--- src/logic/nrl_cfg.svh ---
`ifndef NRL_CFG_SVH
`define NRL_CFG_SVH

// Clock rate and pulse timing.
`define NRL_CLK_HZ 100000000
`define NRL_PULSE_MS 30
`define NRL_PULSE_CYC ((`NRL_CLK_HZ / 1000) * `NRL_PULSE_MS)
// Quiet period that clears the watchdog reset count.
`define NRL_QUIET_MIN 30
`define NRL_QUIET_CYC (64'd60 * `NRL_QUIET_MIN * `NRL_CLK_HZ)
// Most watchdog resets allowed before the loader is held.
`define NRL_WDT_MAX 2'h3
// Hysteresis limits.
`define NRL_HYST_MIN 2'h1
`define NRL_HYST_MAX 2'h2

`endif

--- src/logic/nrl_pkg.sv ---
`default_nettype none
package nrl_pkg;
  typedef enum logic [1:0] {
    NRL_IDLE,
    NRL_PULSE,
    NRL_LOCKED
  } nrl_state_t;

  typedef struct packed {
    nrl_state_t st;
    logic [21:0] pulse_cnt;
    logic [1:0] wdt_cnt;
    logic halt;
    logic [37:0] quiet_cnt;
    logic degraded;
    logic log_nmi;
    logic log_wdt;
    logic [1:0] hyst;
    logic hyst_neg;
  } nrl_regs_t;
endpackage
`default_nettype wire

--- src/logic/nrl_limiter.sv ---
`include "nrl_cfg.svh"
`timescale 1ns/100ps
`default_nettype none

module nrl_limiter #(
  parameter logic [37:0] QUIET_CYC = 38'(`NRL_QUIET_CYC),
  parameter logic [21:0] PULSE_CYC = 22'(`NRL_PULSE_CYC)
) (
  // Clock, reset and enable.
  input wire logic clk_sys_i,
  input wire logic rst_n_i,
  input wire logic ce_i,
  // Interrupt causes.
  input wire logic chassis_cmd_i,
  input wire logic pretimeout_i,
  input wire logic pretimeout_nmi_en_i,
  input wire logic button_n_i,
  // Host state.
  input wire logic host_reset_i,
  input wire logic host_power_down_i,
  // Controller watchdog resets.
  input wire logic wdt_reset_i,
  // Hysteresis setting.
  input wire logic hyst_wr_i,
  input wire logic [1:0] hyst_val_i,
  input wire logic hyst_neg_i,
  // Outputs.
  output logic nmi_o,
  output logic log_nmi_o,
  output logic log_wdt_o,
  output logic halt_loader_o,
  output logic degraded_o,
  output logic [1:0] wdt_count_o,
  output logic [1:0] hyst_o,
  output logic hyst_neg_o
);

  ////////////////////////////////////////////////////////////////////////////
  // Synchronisers for pin inputs.
  logic [1:0] btn_sync;
  logic [1:0] hrst_sync;
  logic [1:0] hpd_sync;
  logic btn_prev;

  always_ff @(posedge clk_sys_i) begin
    if (!rst_n_i) begin
      btn_sync <= 2'h3;
      hrst_sync <= 2'h0;
      hpd_sync <= 2'h0;
      btn_prev <= 1'b1;
    end else if (ce_i) begin
      btn_sync <= {btn_sync[0], button_n_i};
      hrst_sync <= {hrst_sync[0], host_reset_i};
      hpd_sync <= {hpd_sync[0], host_power_down_i};
      btn_prev <= btn_sync[1];
    end
  end

  logic btn_press;
  logic host_clear;
  assign btn_press = btn_prev & ~btn_sync[1];
  assign host_clear = hrst_sync[1] | hpd_sync[1];

  ////////////////////////////////////////////////////////////////////////////
  // State.
  nrl_pkg::nrl_regs_t r;
  nrl_pkg::nrl_regs_t next_r;

  logic pto_cause;
  logic any_cause;
  assign pto_cause = pretimeout_i & pretimeout_nmi_en_i;
  assign any_cause = chassis_cmd_i | pto_cause | btn_press;

  always_comb begin
    next_r = r;
    next_r.log_nmi = 1'b0;
    next_r.log_wdt = 1'b0;
    unique case (r.st)
      nrl_pkg::NRL_IDLE: begin
        if (any_cause) begin
          next_r.st = nrl_pkg::NRL_PULSE;
          next_r.pulse_cnt = 22'h0;
          // Only the button and pre-timeout causes log.
          next_r.log_nmi = pto_cause | btn_press;
        end
      end
      nrl_pkg::NRL_PULSE: begin
        if (r.pulse_cnt >= PULSE_CYC - 22'h1) begin
          next_r.st = nrl_pkg::NRL_LOCKED;
        end else begin
          next_r.pulse_cnt = r.pulse_cnt + 22'h1;
        end
      end
      nrl_pkg::NRL_LOCKED: begin
        if (host_clear) begin
          next_r.st = nrl_pkg::NRL_IDLE;
        end
      end
      default: begin
        // The fourth state code is unused; fall back to idle.
        next_r.st = nrl_pkg::NRL_IDLE;
      end
    endcase
    // Watchdog reset counting and quiet-time clearing.
    if (wdt_reset_i && !r.halt) begin
      next_r.quiet_cnt = 38'h0;
      next_r.log_wdt = 1'b1;
      next_r.degraded = 1'b1;
      if (r.wdt_cnt == `NRL_WDT_MAX) begin
        next_r.halt = 1'b1;
      end else begin
        next_r.wdt_cnt = r.wdt_cnt + 2'h1;
      end
    end else if (!r.halt && r.wdt_cnt != 2'h0) begin
      if (r.quiet_cnt >= QUIET_CYC) begin
        next_r.wdt_cnt = 2'h0;
        next_r.quiet_cnt = 38'h0;
      end else begin
        next_r.quiet_cnt = r.quiet_cnt + 38'h1;
      end
    end
    if (host_clear && !(wdt_reset_i && !r.halt)) begin
      next_r.degraded = 1'b0;
    end
    // Hysteresis accepts only one or two.
    if (hyst_wr_i && hyst_val_i >= `NRL_HYST_MIN && hyst_val_i <= `NRL_HYST_MAX) begin
      next_r.hyst = hyst_val_i;
      next_r.hyst_neg = hyst_neg_i;
    end
  end

  always_ff @(posedge clk_sys_i) begin
    if (!rst_n_i) begin
      r <= '{st: nrl_pkg::NRL_IDLE, pulse_cnt: 22'h0, wdt_cnt: 2'h0, halt: 1'b0,
             quiet_cnt: 38'h0, degraded: 1'b0, log_nmi: 1'b0, log_wdt: 1'b0,
             hyst: `NRL_HYST_MIN, hyst_neg: 1'b0};
    end else if (ce_i) begin
      r <= next_r;
    end
  end

  ////////////////////////////////////////////////////////////////////////////
  // Outputs.
  assign nmi_o = (r.st == nrl_pkg::NRL_PULSE);
  assign log_nmi_o = r.log_nmi;
  assign log_wdt_o = r.log_wdt;
  assign halt_loader_o = r.halt;
  assign degraded_o = r.degraded;
  assign wdt_count_o = r.wdt_cnt;
  assign hyst_o = r.hyst;
  assign hyst_neg_o = r.hyst_neg;

endmodule

`default_nettype wire

--- config.mk ---
export PLATFORM = sky130hd
export DESIGN_NAME = nrl_limiter
export DESIGN_NICKNAME = d
export VERILOG_FILES = /design/src/logic/nrl_pkg.sv /design/src/logic/nrl_limiter.sv
export VERILOG_INCLUDE_DIRS = /design/src /design/src/logic
export SDC_FILE = /design/constraint.sdc
export NUM_CORES = 1
export LEC_CHECK = 0
export BUFFER_PORTS_ARGS = -buffer_cell sky130_fd_sc_hd__buf_4
export CORE_MARGIN = 2
export CORE_UTILIZATION = 35
export DETAILED_ROUTE_END_ITERATION = 8
export SLEW_MARGIN = 30
export SYNTH_ARGS = -nofsm -noshare
export SYNTH_HDL_FRONTEND = slang
export SYNTH_SLANG_ARGS = --single-unit
--- constraint.sdc ---
create_clock -name clk_sys_i -period 3.1 [get_ports clk_sys_i]
set_input_delay 0.62 -clock clk_sys_i [delete_from_list [all_inputs] [get_ports clk_sys_i]]
set_output_delay 0.62 -clock clk_sys_i [all_outputs]
set_load 0.05 [all_outputs]
==> impl_metrics.py <==
metrics = {
    "clocking": {
        "worstSkewPairLatency_ps": 360,
        "clock_sinks": 78,
        "cts_hold_buffers": 0,
        "root_buffer": "clkbuf_8",
        "ctsResizeCount": 0,
        "htreeDepth": 3,
        "cts_tree": "done",
        "cts_buffers": 9,
        "clkTransAtPathRegs_ps": 80,
        "cts_buffer_depth": 2,
        "post_cts.repair.setup_buffers": 0,
    },
    "layout": {
        "antenna_cells": 0,
        "syn_to_final_growth_pct": 13.35,
        "drive_gt1_share_pct": 11.63,
        "fin_cells": 630,
        "fin_nets": 504,
    },
    "timing": {
        "finalHoldViolCount": 0,
        "rsz0062_at_grt": "false",
        "fmax_ghz": 0.4229,
        "setup_viol": 0,
        "max_slew_margin_pct": 40.87,
        "drv_slew": 0,
        "final.period_utilization_pct": 76.28,
        "period_needed_ps": 2365,
        "tns_ps": 0,
        "fin_skew_ps": 7.918,
        "worst_pin_slew_ps": 886.9,
    },
    "logic_synthesis": {
        "synth_cells": 465,
        "synth_area_um2": 3870,
        "synth_edf_count": 0,
        "ys_async_sr_fraction_pct": 0,
        "seq_area_frac_synth_pct": 40.35,
        "synth_top_area_share_pct": 40.35,
        "post-synth-top-area-cell": "dfxtp_1",
        "syn-num-nets": 484,
        "ys_top_cells_by_area": "dfxtp_1 40%, nor2_1 6.7%, xor2_1 4.5%, nand2_1 4.0%, nand3_1 3.5%",
        "ys.flop_type": "dfxtp_1",
        "yosysUniqueCellTypes": 55,
        "ys_warn_count": 0,
        "synth_area_per_cell_um2": 8.322,
        "synth-seq-cells": 78,
    },
    "die": {
        "fp.dieW_um": 109.2,
        "die_area_um2": 11910,
        "start_util_pct": 35.86,
        "io_pins": 24,
        "core_um2": 10790,
        "num_rows": 38,
        "die_h_um": 109.2,
    },
    "power": {
        "vdd_drop_max_mv": 0.3351,
        "powerDensity_nw_per_um2": 482.9,
        "fin_total_pwr_uw": 2118,
        "leakage_uw": 0.001620,
    },
    "grt": {
        "grt_max_degree": 37,
        "grt_util_all_layers_pct": 15.21,
        "grt_pass1_wl_um": 14200,
        "grt-ovfl-total": 0,
        "antenna_found_initial": 0,
        "grt_pass1_vias": 3066,
    },
    "detailed_routing": {
        "ant_nets": 0,
        "routedWlPerCell_um": 12.91,
        "dr.pass1.iters": 6,
        "vias": 3215,
        "first_iter_violations": 189,
        "routed_wl_um": 8132,
        "viasPerCell": 5.103,
        "drc": 0,
    },
    "worst_setup_path": {
        "slowest_stage": "or4_4",
        "worstPathMaxFanout": 8,
        "start_kind": "flop",
        "arrival_ps": 2600,
        "rrSetupSlack_ps": 740,
        "end_kind": "flop",
        "crit_type": "reg -> reg",
        "critPathMaxStageDelay_ps": 560,
        "crit_path_cell_trace": "inv_1, ha_1, nor2b_1, or4_4, nor4_4, nand4_1, xor2_1, nor2_1",
        "worstPathRequired_ps": 3340,
    },
    "run_status": {
        "status": "completed",
    },
    "placement": {
        "place.gp.congestion": 0.8165,
        "placed_cells": 614,
        "port-buffer-count": 23,
        "hpwl_um": 5740,
    },
    "worst_hold_path": {
        "min_path_type": "in -> reg",
    },
    "job": {
        "drv_cap": 0,
    },
}
-- worst paths after layout --
path | from | end | cells past startpoint
worst max-delay path | wdt_count_o[0]$_SDFFE_PN0P_ | r[31]$_SDFFE_PN0P_ | 8
worst min-delay path | button_n_i | btn_sync[0]$_SDFFE_PN1P_ | 3
worst max register to register | wdt_count_o[0]$_SDFFE_PN0P_ | r[31]$_SDFFE_PN0P_ | 8
worst min register to register | hyst_o[0]$_SDFFE_PN1P_ | hyst_o[0]$_SDFFE_PN1P_ | 2
-- power by group --
| part | total [uW] | switching, uW | internal, uW |
|---|---|---|---|
| Sequential | 1030 | 12.7 | 1020 |
| Clock | 938 | 400 | 539 |
| Combinational | 152 | 97.3 | 54.5 |
-- synthesized netlist by cell type, types with 8 or more instances --
master and number:
inv_1 14, dfxtp_1 78, nor2_1 69, and3_1 13
nor3_1 9, a21oi_1 20, xnor2_1 15, o21ai_0 26
xor2_1 20, nand3_1 27, nand4_1 9, or3_1 10
nand2_1 41, mux2i_1 8, nor2b_1 9, o31ai_1 10
clkbuf_1 8
-- flip-flops by register name (all words and copies together) (netlist names) --
signal	cells
r	62
btn_sync	2
hpd_sync	2
hrst_sync	2
hyst_o	2
wdt_count_o	2
btn_prev	1
degraded_o	1
halt_loader_o	1
hyst_neg_o	1
log_nmi_o	1
log_wdt_o	1
-- critical path: cells and delay by family, from the launching register on --
family	cells	cell delay, ps
simple gates	5	1410
flops	1	400
fa+ha+maj	1	210
xor+xnor	1	150
buf+inv	1	60
-- stage by stage --
step,area (um^2),util (%),setup slack (ps),hold WS [ps]
floorplan,3870,-,758.3,433.2
global placement,4141,38.37,544.7,447.6
detailed placement,4141,38.37,498.8,450.0
CTS,4387,40.64,711.1,448.6
global route,4387,40.64,455.9,446.5
finish,4387,40.64,735.3,463.9
-- per-layer routing --
metal / share of wire, % / global-route usage, % / up-vias
met5: 0 / 0 / -
met4: 1.5 / 5.952 / 0
met3: 2.7 / 4.662 / 6
met2: 46 / 23.87 / 40
met1: 49 / 19.49 / 1496
li1: - / - / 1673
-- cell families (layout without fill, tap and decap cells) --
kind of cell / count (synthesis) / after routing / share of synthesized area, %
multiplexers: 8 / 8 / 2.069
AND/OR/NAND/NOR: 226 / 226 / 31.07
XOR/XNOR: 35 / 35 / 7.921
AO/OA/AOI/OAI: 80 / 80 / 12.67
adder cells (fa/ha/maj): 5 / 5 / 1.617
flip-flops: 78 / 78 / 40.35
buffers and inverters: 33 / 58 / 4.300
-- placed cells by master, fill, tap and decap left out, types with 8 or more instances in the layout --
master,n
mux2i_1,8
o31ai_1,10
a21oi_1,20
or3_1,10
xor2_1,20
xnor2_1,15
nand3_1,27
inv_1,14
clkbuf_8,9
nor2b_1,9
nand4_1,9
nor2_1,69
and3_1,13
buf_4,27
nand2_1,41
nor3_1,9
dfxtp_1,78
o21ai_0,26
-- cell type report --
cell class / instances / area [um^2]
fillers: 1102 / 6406
multi-input cells: 354 / 2146
flip-flops and latches: 78 / 1562
repair buffers: 27 / 202.7
well taps: 140 / 175.2
clock buffers: 9 / 123.9
clock inverters: 7 / 121.4
inverters: 15 / 56.30
Note: power is estimated with default switching activity, not from simulation.
